$ cat src/hw/ebted_pkg.sv
// Purpose: Shared constants and types of the eight-bit timer, event counter and divider.
// Assumes: APB register slave with 32-bit data, one aligned word per register.
// Notes:   All offsets are byte addresses.
package ebted_pkg;

   // ---------------------------------------------------------------
   // Register map
   // ---------------------------------------------------------------
   localparam int          ADDR_W         = 8;
   localparam logic [7:0]  OFF_CTRL       = 8'h00;
   localparam logic [7:0]  OFF_COMPARE    = 8'h04;
   localparam logic [7:0]  OFF_COMPANION  = 8'h08;
   localparam logic [7:0]  OFF_STATE      = 8'h0C;
   localparam logic [7:0]  OFF_INT_STATUS = 8'h10;
   localparam logic [7:0]  OFF_INT_MASK   = 8'h14;

   // ---------------------------------------------------------------
   // Field positions of channel_control_register and the companion, state and interrupt registers
   // ---------------------------------------------------------------
   localparam int BIT_START      = 0;
   localparam int BIT_MODE_LO    = 1;
   localparam int BIT_CLK_LO     = 3;
   localparam int BIT_FF_INIT    = 5;
   localparam int BIT_DIV_SEL    = 6;
   localparam int BIT_SLOW       = 7;
   localparam int BIT_OUT_DIS    = 0;
   localparam int BIT_STATE_FF   = 8;
   localparam int BIT_MATCH      = 0;

   // ---------------------------------------------------------------
   // Reset values
   // ---------------------------------------------------------------
   localparam logic [7:0] RST_CTRL      = 8'h00;
   localparam logic [7:0] RST_COMPARE   = 8'h00;
   localparam logic       RST_OUT_DIS   = 1'h0;
   localparam logic       RST_INT_MASK  = 1'h0;

   // ---------------------------------------------------------------
   // Prescaler taps as powers of two of the fast clock
   // ---------------------------------------------------------------
   localparam int PRE_W     = 11;
   localparam int TAP_SLOW  = 11;
   localparam int TAP_MID   = 7;
   localparam int TAP_FAST  = 5;
   localparam int TAP_TOP   = 3;
   localparam int FS_DIV_W  = 3;

   typedef enum logic [1:0] {
      EBTED_MODE_TIMER  = 2'h0,
      EBTED_MODE_EVENT  = 2'h1,
      EBTED_MODE_DIVIDE = 2'h2
   } ebted_mode_t;

   typedef enum logic [1:0] {
      EBTED_CLK_SLOWEST = 2'h0,
      EBTED_CLK_MID     = 2'h1,
      EBTED_CLK_FAST    = 2'h2,
      EBTED_CLK_TOP     = 2'h3
   } ebted_clk_t;

endpackage : ebted_pkg

$ cat src/hw/ebted_edge_if.sv
// Purpose: Carries a synchronised pin level and its edge pulses.
// Assumes: Single clock domain on the receiving side.
// Notes:   Pulses last one sys_clk cycle.
`timescale 1ns/1ns
interface ebted_edge_if;
   logic level;
   logic rise;
   logic fall;
   modport src (output level, output rise, output fall);
   modport dst (input level, input rise, input fall);
endinterface : ebted_edge_if

$ cat src/hw/ebted_edge_sync.sv
// Purpose: Two-stage synchroniser with edge detection for an asynchronous pin.
// Assumes: The pin holds each level for at least two sys_clk cycles.
// Notes:   The first stage feeds only the second stage.
`timescale 1ns/1ns
module ebted_edge_sync
(
   // Clock and reset
   input  logic       sys_clk,
   input  logic       sys_rst,
   // Pin and edges
   input  logic       pin,
   ebted_edge_if.src  edge_o
);

   typedef struct packed {
      logic meta;
      logic sync;
      logic last;
   } ebted_sync_t;

   ebted_sync_t state;
   ebted_sync_t next_state;

   always_comb
   begin
      next_state      = state;
      next_state.meta = pin;
      next_state.sync = state.meta;
      next_state.last = state.sync;
   end

   always_ff @(posedge sys_clk or posedge sys_rst)
   begin
      if (sys_rst)
         state <= '0;
      else
         state <= next_state;
   end

   assign edge_o.level = state.sync;
   assign edge_o.rise  = state.sync & ~state.last;
   assign edge_o.fall  = ~state.sync & state.last;

endmodule : ebted_edge_sync

$ cat src/hw/ebted_timer.sv
// Purpose: Eight-bit timer channel with timer, event counter and divider output modes.
// Assumes: sys_clk is the fast clock fc; lf_clk_pin carries the slow clock fs.
// Notes:   Registers are reached over APB with zero wait states.
//
// Local design decisions: the APB slave port and the address map.
`timescale 1ns/1ns

// Operation
// Timer mode counts ticks, match clears, interrupts.
// Event and divider modes only on second channel.
// Software keeps flip-flop initial bit zero.
// Compare register has no shadow stage.
// Software avoids compare rewrites while timing.
// Clock selectable; slow operation uses fs/8 only.
// Event mode counts falling edges of pin.
// Event match interrupts, clears, keeps counting.
// Event pin levels last two machine cycles.
// Divider mode gives fifty percent square wave.
// Divider match toggles flip-flop, clears, interrupts.
// Divider pin drives inverse of flip-flop.
// Initial bit loads flip-flop; reset clears it.
// Software enables port latch for divider output.
// Software changes mode fields only when starting.
// Output-disable bit suppresses pin pulses.
// Stopped divider holds flip-flop state.
// Match interrupt is one-cycle pulse.
module ebted_timer
#(
   parameter int CNT_W          = 8,
   parameter bit SECOND_CHANNEL = 1'b1
)
(
   // Clock and reset
   input  logic                          sys_clk,
   input  logic                          sys_rst,
   // APB slave
   input  logic                          psel,
   input  logic                          penable,
   input  logic                          pwrite,
   input  logic [ebted_pkg::ADDR_W-1:0]  paddr,
   input  logic [31:0]                   pwdata,
   output logic [31:0]                   prdata,
   output logic                          pready,
   output logic                          pslverr,
   // Pins
   input  logic                          event_input_pin,
   input  logic                          lf_clk_pin,
   output logic                          divider_output_pin,
   // Interrupts
   output logic                          match_interrupt,
   output logic                          irq
);

   // ---------------------------------------------------------------
   // Parameter check
   // ---------------------------------------------------------------
   if (CNT_W < 2 || CNT_W > 16)
   begin : g_bad_width
      $error("ebted_timer: CNT_W must lie between 2 and 16.");
   end

   typedef struct packed {
      logic                            run;
      logic [1:0]                      mode;
      logic [1:0]                      clk_sel;
      logic                            ff_init;
      logic                            div_sel;
      logic                            slow;
      logic [CNT_W-1:0]                cmp;
      logic                            out_dis;
      logic [CNT_W-1:0]                cnt;
      logic                            ff;
      logic [ebted_pkg::PRE_W-1:0]     pre;
      logic [ebted_pkg::FS_DIV_W-1:0]  fs_div;
      logic                            stat;
      logic                            mask;
      logic                            pulse;
      logic [31:0]                     rdata;
   } ebted_state_t;

   ebted_state_t state;
   ebted_state_t next_state;

   // ---------------------------------------------------------------
   // Pin synchronisers
   // ---------------------------------------------------------------
   ebted_edge_if ev_if ();
   ebted_edge_if lf_if ();

   ebted_edge_sync u_ev_sync
   (
      .sys_clk (sys_clk),
      .sys_rst (sys_rst),
      .pin     (event_input_pin),
      .edge_o  (ev_if.src)
   );

   ebted_edge_sync u_lf_sync
   (
      .sys_clk (sys_clk),
      .sys_rst (sys_rst),
      .pin     (lf_clk_pin),
      .edge_o  (lf_if.src)
   );

   // ---------------------------------------------------------------
   // Bus decode and clock sources
   // ---------------------------------------------------------------
   logic             setup;
   logic             wr;
   logic             mapped;
   logic             ctrl_wr;
   logic             cmp_wr;
   logic             tick_fs;
   logic             tick_int;
   logic             tick;
   logic             match;
   logic [1:0]       mode_eff;
   logic [CNT_W-1:0] cnt_inc;

   assign setup   = psel & ~penable;
   assign wr      = psel & penable & pwrite;
   assign mapped  = (paddr == ebted_pkg::OFF_CTRL) || (paddr == ebted_pkg::OFF_COMPARE)
                 || (paddr == ebted_pkg::OFF_COMPANION) || (paddr == ebted_pkg::OFF_STATE)
                 || (paddr == ebted_pkg::OFF_INT_STATUS) || (paddr == ebted_pkg::OFF_INT_MASK);
   assign ctrl_wr = wr && (paddr == ebted_pkg::OFF_CTRL);
   assign cmp_wr  = wr && (paddr == ebted_pkg::OFF_COMPARE);
   assign pready  = 1'b1;
   assign pslverr = psel & penable & ~mapped;

   // The slow clock fs is divided by eight before use.
   assign tick_fs = lf_if.rise & (&state.fs_div);

   // Channels without the extra modes fall back to timer mode.
   assign mode_eff = (SECOND_CHANNEL || state.mode == ebted_pkg::EBTED_MODE_TIMER) ? state.mode
                   : ebted_pkg::EBTED_MODE_TIMER;

   always_comb
   begin
      if (state.slow)
         tick_int = tick_fs;
      else
      begin
         case (state.clk_sel)
            ebted_pkg::EBTED_CLK_SLOWEST:
               tick_int = state.div_sel ? tick_fs : &state.pre[ebted_pkg::TAP_SLOW-1:0];
            ebted_pkg::EBTED_CLK_MID:  tick_int = &state.pre[ebted_pkg::TAP_MID-1:0];
            ebted_pkg::EBTED_CLK_FAST: tick_int = &state.pre[ebted_pkg::TAP_FAST-1:0];
            ebted_pkg::EBTED_CLK_TOP:  tick_int = &state.pre[ebted_pkg::TAP_TOP-1:0];
            default:                   tick_int = 1'b0;
         endcase
      end
   end

   assign tick    = state.run & ((mode_eff == ebted_pkg::EBTED_MODE_EVENT) ? ev_if.fall
                                                                           : tick_int);
   assign cnt_inc = state.cnt + 1'b1;
   assign match   = tick && (cnt_inc == state.cmp);

   // ---------------------------------------------------------------
   // Next state
   // ---------------------------------------------------------------
   always_comb
   begin
      next_state        = state;
      next_state.pre    = state.pre + 1'b1;
      next_state.pulse  = match;
      if (lf_if.rise)
         next_state.fs_div = state.fs_div + 1'b1;

      if (!state.run)
         next_state.cnt = '0;
      else if (match)
      begin
         next_state.cnt = '0;
         if (mode_eff == ebted_pkg::EBTED_MODE_DIVIDE)
            next_state.ff = ~state.ff;
      end
      else if (tick)
         next_state.cnt = cnt_inc;

      // A new event wins over a clear in the same cycle.
      next_state.stat = state.stat | match;
      if (wr && paddr == ebted_pkg::OFF_INT_STATUS && pwdata[ebted_pkg::BIT_MATCH])
         next_state.stat = match;

      if (ctrl_wr)
      begin
         next_state.run     = pwdata[ebted_pkg::BIT_START];
         next_state.mode    = pwdata[ebted_pkg::BIT_MODE_LO +: 2];
         next_state.clk_sel = pwdata[ebted_pkg::BIT_CLK_LO +: 2];
         next_state.ff_init = pwdata[ebted_pkg::BIT_FF_INIT];
         next_state.div_sel = pwdata[ebted_pkg::BIT_DIV_SEL];
         next_state.slow    = pwdata[ebted_pkg::BIT_SLOW];
         // A stop write leaves the flip-flop alone so the pin keeps its last level.
         if (!state.run)
            next_state.ff   = pwdata[ebted_pkg::BIT_FF_INIT];
      end
      if (cmp_wr)
         next_state.cmp = pwdata[CNT_W-1:0];
      if (wr && paddr == ebted_pkg::OFF_COMPANION)
         next_state.out_dis = pwdata[ebted_pkg::BIT_OUT_DIS];
      if (wr && paddr == ebted_pkg::OFF_INT_MASK)
         next_state.mask = pwdata[ebted_pkg::BIT_MATCH];

      if (setup && !pwrite)
      begin
         case (paddr)
            ebted_pkg::OFF_CTRL:
               next_state.rdata = {24'h000000, state.slow, state.div_sel, state.ff_init,
                                   state.clk_sel, state.mode, state.run};
            ebted_pkg::OFF_COMPARE:    next_state.rdata = 32'(state.cmp);
            ebted_pkg::OFF_COMPANION:  next_state.rdata = {31'h00000000, state.out_dis};
            ebted_pkg::OFF_STATE:
               next_state.rdata = {23'h000000, state.ff, 8'(state.cnt)};
            ebted_pkg::OFF_INT_STATUS: next_state.rdata = {31'h00000000, state.stat};
            ebted_pkg::OFF_INT_MASK:   next_state.rdata = {31'h00000000, state.mask};
            default:                   next_state.rdata = 32'h00000000;
         endcase
      end
   end

   always_ff @(posedge sys_clk or posedge sys_rst)
   begin
      if (sys_rst)
      begin
         state         <= '0;
         state.cmp     <= CNT_W'(ebted_pkg::RST_COMPARE);
         state.out_dis <= ebted_pkg::RST_OUT_DIS;
         state.mask    <= ebted_pkg::RST_INT_MASK;
      end
      else
         state <= next_state;
   end

   // ---------------------------------------------------------------
   // Outputs
   // ---------------------------------------------------------------
   assign prdata             = state.rdata;
   assign divider_output_pin = state.out_dis | ~state.ff;
   assign match_interrupt    = state.pulse;
   assign irq                = state.stat & state.mask;
endmodule : ebted_timer

$ cat config.mk
export PLATFORM = sky130hd
export DESIGN_NAME = ebted_timer
export DESIGN_NICKNAME = d
export VERILOG_FILES = /design/src/hw/ebted_pkg.sv /design/src/hw/ebted_edge_if.sv /design/src/hw/ebted_edge_sync.sv /design/src/hw/ebted_timer.sv
export SDC_FILE = /design/constraint.sdc
export NUM_CORES = 1
export LEC_CHECK = 0
export BUFFER_PORTS_ARGS = -buffer_cell sky130_fd_sc_hd__buf_4
export CORE_MARGIN = 5
export CORE_UTILIZATION = 53
export DETAILED_ROUTE_END_ITERATION = 8
export MAX_ROUTING_LAYER = met4
export PLACE_DENSITY = 0.8
export SETUP_SLACK_MARGIN = 0.5
export SYNTH_ARGS = -nofsm -noshare
export SYNTH_HDL_FRONTEND = slang
export SYNTH_SLANG_ARGS = --single-unit
$ cat constraint.sdc
create_clock -name sys_clk -period 2.9 [get_ports sys_clk]
set_clock_uncertainty 0.1 [all_clocks]
set_input_delay 0.29 -clock sys_clk [delete_from_list [all_inputs] [get_ports sys_clk]]
set_output_delay 0.29 -clock sys_clk [all_outputs]
set_load 0.05 [all_outputs]
==> results of run 1 <==
registers in the layout, indices dropped and copies added, names as in the netlist:
signal,flops
u_lf_sync.edge_o.level,1
prdata,9
u_lf_sync.state,1
u_ev_sync.next_state,1
state,40
u_lf_sync.next_state,1
u_ev_sync.state,1
match_interrupt,1
u_ev_sync.edge_o.level,1
mode_eff,2
logic make-up after synthesis:
logic type	after synthesis	share of synthesized area [%]
flip-flops	58	44.48
AO/OA/AOI/OAI	48	11.62
AND/OR/NAND/NOR	91	17.48
buffers and inverters	50	10.81
other	2	0.2301
multiplexers	21	7.209
adder cells (fa/ha/maj)	6	2.301
XOR/XNOR	21	5.867
final cells by class:
| cell class | instances | area (um2) | area share, % |
|---|---|---|---|
| clock buffers | 9 | 123.9 | 3.222 |
| clock inverters | 7 | 101.3 | 2.636 |
| inverters | 6 | 22.52 | 0.5857 |
| multi-input cells | 211 | 1604 | 41.72 |
| flip-flops and latches | 58 | 1453 | 37.78 |
| well taps | 75 | 93.84 | 2.441 |
| repair buffers | 57 | 446.7 | 11.62 |
synthesized netlist by cell type (all sizes together), types with 3 or more instances:
library cell / count
dfrtp: 58
buf: 42
mux2: 20
nor2: 20
nand2: 17
xnor2: 13
and3: 11
a21oi: 9
nand3: 9
a222oi: 8
xor2: 8
ha: 6
inv: 6
nor4: 6
o21a: 6
nand4: 5
nor2b: 5
o21ai: 5
nand2b: 4
o2bb2ai: 4
a21boi: 3
and2: 3
nor3b: 3
critical path, cell delays in order, from the launching register on:
cell and delay (ps):
dfrtp_1 370, ha_2 190, and3_4 210, ha_4 130, mux2i_1 60, a21o_1 190, a211oi_4 300, o21ai_4 150
and3_4 200, a311o_1 310
power breakdown:
part	leakage [nW]	internal (W)	total [W]	switching (W)
Combinational	0.905	0.000108	0.000330	0.000222
Sequential	0.746	0.000856	0.000884	0.0000282
Clock	0.106	0.000490	0.000849	0.000359
cells in the final DEF, fill, tap and decap left out, types with 5 or more instances in the layout:
cell      netlist  layout
clkbuf_8        0       9
mux2_2         20      20
o21a_1          6       5
inv_1           6       5
a21oi_1         9       9
buf_4          37      51
xnor2_1        13      13
xor2_1          7       7
nor2_1         19      18
conb_1          2      24
dfrtp_1        58      57
nand3_1         7       7
and3_1          9       7
nor2b_1         5       5
nand2_1        17      17
a222oi_1        8       8
stage by stage:
step / power, W / setup WS (ps) / area [um2]
final: 0.002064 / 560.3 / 3845
after global routing: 0.002146 / 395.3 / 3845
after CTS: 0.002062 / 502.9 / 3691
after detailed placement: 0.001209 / 438.6 / 3407
after global placement: 0.001199 / 506.6 / 3407
after floorplan: 0.001169 / 796.6 / 3346
layer usage:
layer | part of all wire (%) | GRT usage, %
met3 | 6.3 | 3.818
met4 | 2.3 | 8.791
met5 | 0 | -
met1 | 38 | 23.72
met2 | 53 | 32.49
what timing repair did:
action / 4_1_cts / 5_1_grt
endpoints found under the setup margin: 7 / 9
setup buffers: 2 / 13
endpoints found under the hold margin: 33 / 0
pin swaps: 1 / 8
gates resized for setup: 3 / 16
hold buffers: 3 / 0
path summary, 6_finish.rpt:
| path | from | end | slack (ps) | cells after the start |
|---|---|---|---|---|
| setup reg to reg | state[38] | state[57] | 560 | 9 |
| max in group asynchronous | sys_rst | state[50] | 1450 | 4 |
| hold reg to reg | u_ev_sync.next_state[1] | u_ev_sync.edge_o.level | 250 | 0 |
| setup / recovery | state[38] | state[57] | 560 | 9 |
| min in group asynchronous | sys_rst | u_ev_sync.next_state[1] | 510 | 3 |
| hold / removal | pwdata[7] | state[66] | 90 | 2 |
==> flow_metrics.tcl, run 1 <==
set metrics [dict create \
    status "completed" \
    hold_viol 0 \
    yosys_warnings 0 \
    synth_top_area_share_pct 44.48 \
    power.density_nw_per_um2 536.8 \
    async_flop_share_pct 100.0 \
    synth_edf_count 0 \
    setup_viol 0 \
    rsz0062_at_grt "false" \
    cts_buffer_depth 2 \
    dp_cells 389 \
    htreeDepth 3 \
    finalCritPeriodShare_pct 80.68 \
    final_antenna_net_count 0 \
    setup_tns_ps 0 \
    grt_pass1_wl_mm 11.36 \
    ys.flop_type "dfrtp_1" \
    wl_per_cell_um 16.62 \
    dpl.hpwl_mm 4.860 \
    area_growth_pct 17.83 \
    num_vias 2373 \
    synth_area_um2 3263 \
    cp_max_fo 7 \
    die_h_um 88.47 \
    ys_ff_latch 58 \
    yosysSeqAreaShare_pct 44.48 \
    row_count 28 \
    fillers 438 \
    layout.cells.non_filler 423 \
    grt_overflow 0 \
    cts_tree "built" \
    synth.avg_cell_area_um2 10.99 \
    fin_util_pct 64.56 \
    clk_latency_ps 350 \
    drtPass1Iterations 5 \
    grt_max_degree 34 \
    maxCapViolations 0 \
    drc 0 \
    antenna_found_initial 0 \
    worst-endpoint-arrival_ps 2470 \
    synth_area_leader_cell "dfrtp_1" \
    cts.sinks 58 \
    tightest_slew_ps 917.6 \
    root_buffer "clkbuf_8" \
    start_util_pct 54.79 \
    drt_iter0_markers 218 \
    critPathLaunchType "register" \
    die_x_um 88.47 \
    grtUsageTotal_pct 19.81 \
    final.min_clock_period_ps 2340 \
    io_pins 84 \
    holdWs_ps 87.66 \
    drive_gt1_share_pct 34.20 \
    critPathKind "reg2reg" \
    die-area_um2 7826 \
    path_clk_slew_ps 70 \
    antennaDiodeCount 0 \
    place.gp.congestion 0.8870 \
    io_buffers 35 \
    ir_drop_mv 0.5335 \
    core_area_um2 5956 \
    endpoint_kind "register" \
    finalMaxSlewViolations 0 \
    syn_inst 297 \
    slew_headroom_pct 38.56 \
    grt_pass1_vias 2339 \
    clock.fmax_ghz 0.4274 \
    fin_nets 396 \
    vias_per_cell 5.610 \
    numCtsBuffers 9 \
    min_path_type "in2reg" \
    drt_wl_total_mm 7.029 \
    p_leak_nw 1.758 \
    crit_required_ps 3030 \
    yosys-top-cells-area "dfrtp_1 (44%), buf_4 (8.5%), mux2_2 (6.9%)" \
    ys_types 59 \
]
Power figures use the tool's default switching activity.
==> run 2: changes to the inputs <==
clock period = 2.3 ns   (was 2.9 ns; I/O delays follow)
==> run 2 against run 1 <==
- register-to-register slack worse by 560 ps
- via count up 5.4%
- clock power up 21%
- flip-flop and latch count unchanged
- critical endpoint is now state[55]
==> flow_metrics.tcl, run 2 (same netlist as run 1, synthesis figures left out) <==
set metrics [dict create \
    num_vias 2501 \
    tightest_slew_ps 939.8 \
    drt_wl_total_mm 7.888 \
    drc 0 \
    drive_gt1_share_pct 42.28 \
    antenna_found_initial 0 \
    start_util_pct 54.79 \
    crit_required_ps 2420 \
    layout_common_cells "buf_4 (64), dfrtp_1 (54), conb_1 (24)" \
    endpoint_kind "register" \
    regMostFlops "state" \
    path_clk_slew_ps 70 \
    min_path_type "in2reg" \
    drtPass1Iterations 5 \
    place.gp.congestion 0.8753 \
    finalMaxSlewViolations 0 \
    cp_max_fo 7 \
    finalCritPeriodShare_pct 99.95 \
    grt_pass1_vias 2492 \
    area_growth_pct 27.72 \
    p_leak_nw 1.892 \
    critPathKind "reg2reg" \
    die_h_um 88.47 \
    worst-endpoint-arrival_ps 2420 \
    htreeDepth 3 \
    final_common_cell "buf_4" \
    post_dp_cell_area_um2 3598 \
    grtUsageTotal_pct 21.18 \
    rsz0062_at_grt "true" \
    setup_tns_ps 0 \
    final_antenna_net_count 0 \
    cts_tree "built" \
    hold_viol 0 \
    root_buffer "clkbuf_8" \
    final_cell_area_um2 4168 \
    power.total_w 0.002625 \
    cts_buffer_depth 2 \
    clock.fmax_ghz 0.4350 \
    slew_headroom_pct 36.69 \
    dpl.hpwl_mm 5.242 \
    antennaDiodeCount 0 \
    power.density_nw_per_um2 629.9 \
    numCtsBuffers 9 \
    die_x_um 88.47 \
    setup_viol 0 \
    io_buffers 35 \
    io_pins 84 \
    status "completed" \
    core_area_um2 5956 \
    grt_overflow 0 \
    vias_per_cell 5.633 \
    maxCapViolations 0 \
    wl_per_cell_um 17.77 \
    row_count 28 \
    setup_ws_ps 1.195 \
    fin_nets 417 \
    dp_slack_ps -32.00 \
    clk_latency_ps 340 \
    cts.sinks 58 \
    ir_drop_mv 0.6756 \
    critPathLaunchType "register" \
    die-area_um2 7826 \
    holdWs_ps 32.26 \
    grt_pass1_wl_mm 12.03 \
    grt_max_degree 34 \
    drt_iter0_markers 222 \
    final.min_clock_period_ps 2299 \
    largest_reg_flops 40 \
]
[run 2: final timing paths]
kind | cells after the start | slack, ps | start | endpoint
worst max-delay path | 11 | 1 | state[38] | state[55]
worst min-delay path | 2 | 30 | pwdata[2] | state[61]
worst max register to register | 11 | 1 | state[38] | state[55]
worst min register to register | 0 | 260 | u_ev_sync.next_state[1] | u_ev_sync.edge_o.level
max in group asynchronous | 4 | 1120 | sys_rst | state[51]
min in group asynchronous | 3 | 390 | sys_rst | u_lf_sync.next_state[1]
[run 2: per-stage QoR]
step,std cells,util [%]
after detailed placement,404,60.42
after global placement,404,60.42
after global routing,444,69.98
final,444,69.98
after floorplan,319,-
after CTS,436,67.56
[run 2: critical path, stage by stage (launching register included)]
cell and delay, ps:
dfrtp_1 360, ha_2 190, and3_4 190, ha_4 120, mux2i_1 60, a21o_1 220
a211oi_4 200, buf_6 150, o21ai_4 90, buf_4 210, o2bb2ai_2 110, o21a_1 180
[run 2: power breakdown]
group	switching, W	internal [W]	total (W)
Clock	0.000396	0.000636	0.00103
Combinational	0.000299	0.000173	0.000472
Sequential	0.0000415	0.00108	0.00112
Total	0.000736	0.00189	0.00263
[run 2: metal layers]
metal	up-vias	share of wire (%)	global-route usage, %
met5	-	0	-
met4	0	2.8	9.478
met3	23	6.5	5.214
met2	113	52	35.01
met1	1219	38	24.37
li1	1146	-	-
[run 2: timing repair]
item | CTS | global route
pin swaps | 5 | 14
gates resized for setup | 15 | 18
buffers inserted | 12 | 7
setup endpoints to repair | 11 | 21
endpoints found under the hold margin | 27 | 0
hold buffers | 3 | 0
gates cloned | 1 | 1
[run 2: cell type report]
cell class              count  area (um2)
flip-flops and latches     58        1456
inverters                   6       22.52
repair buffers             76       620.6
clock inverters             5       77.57
fillers                   397        1788
well taps                  75       93.84
clock buffers              11       141.4
multi-input cells         213        1755
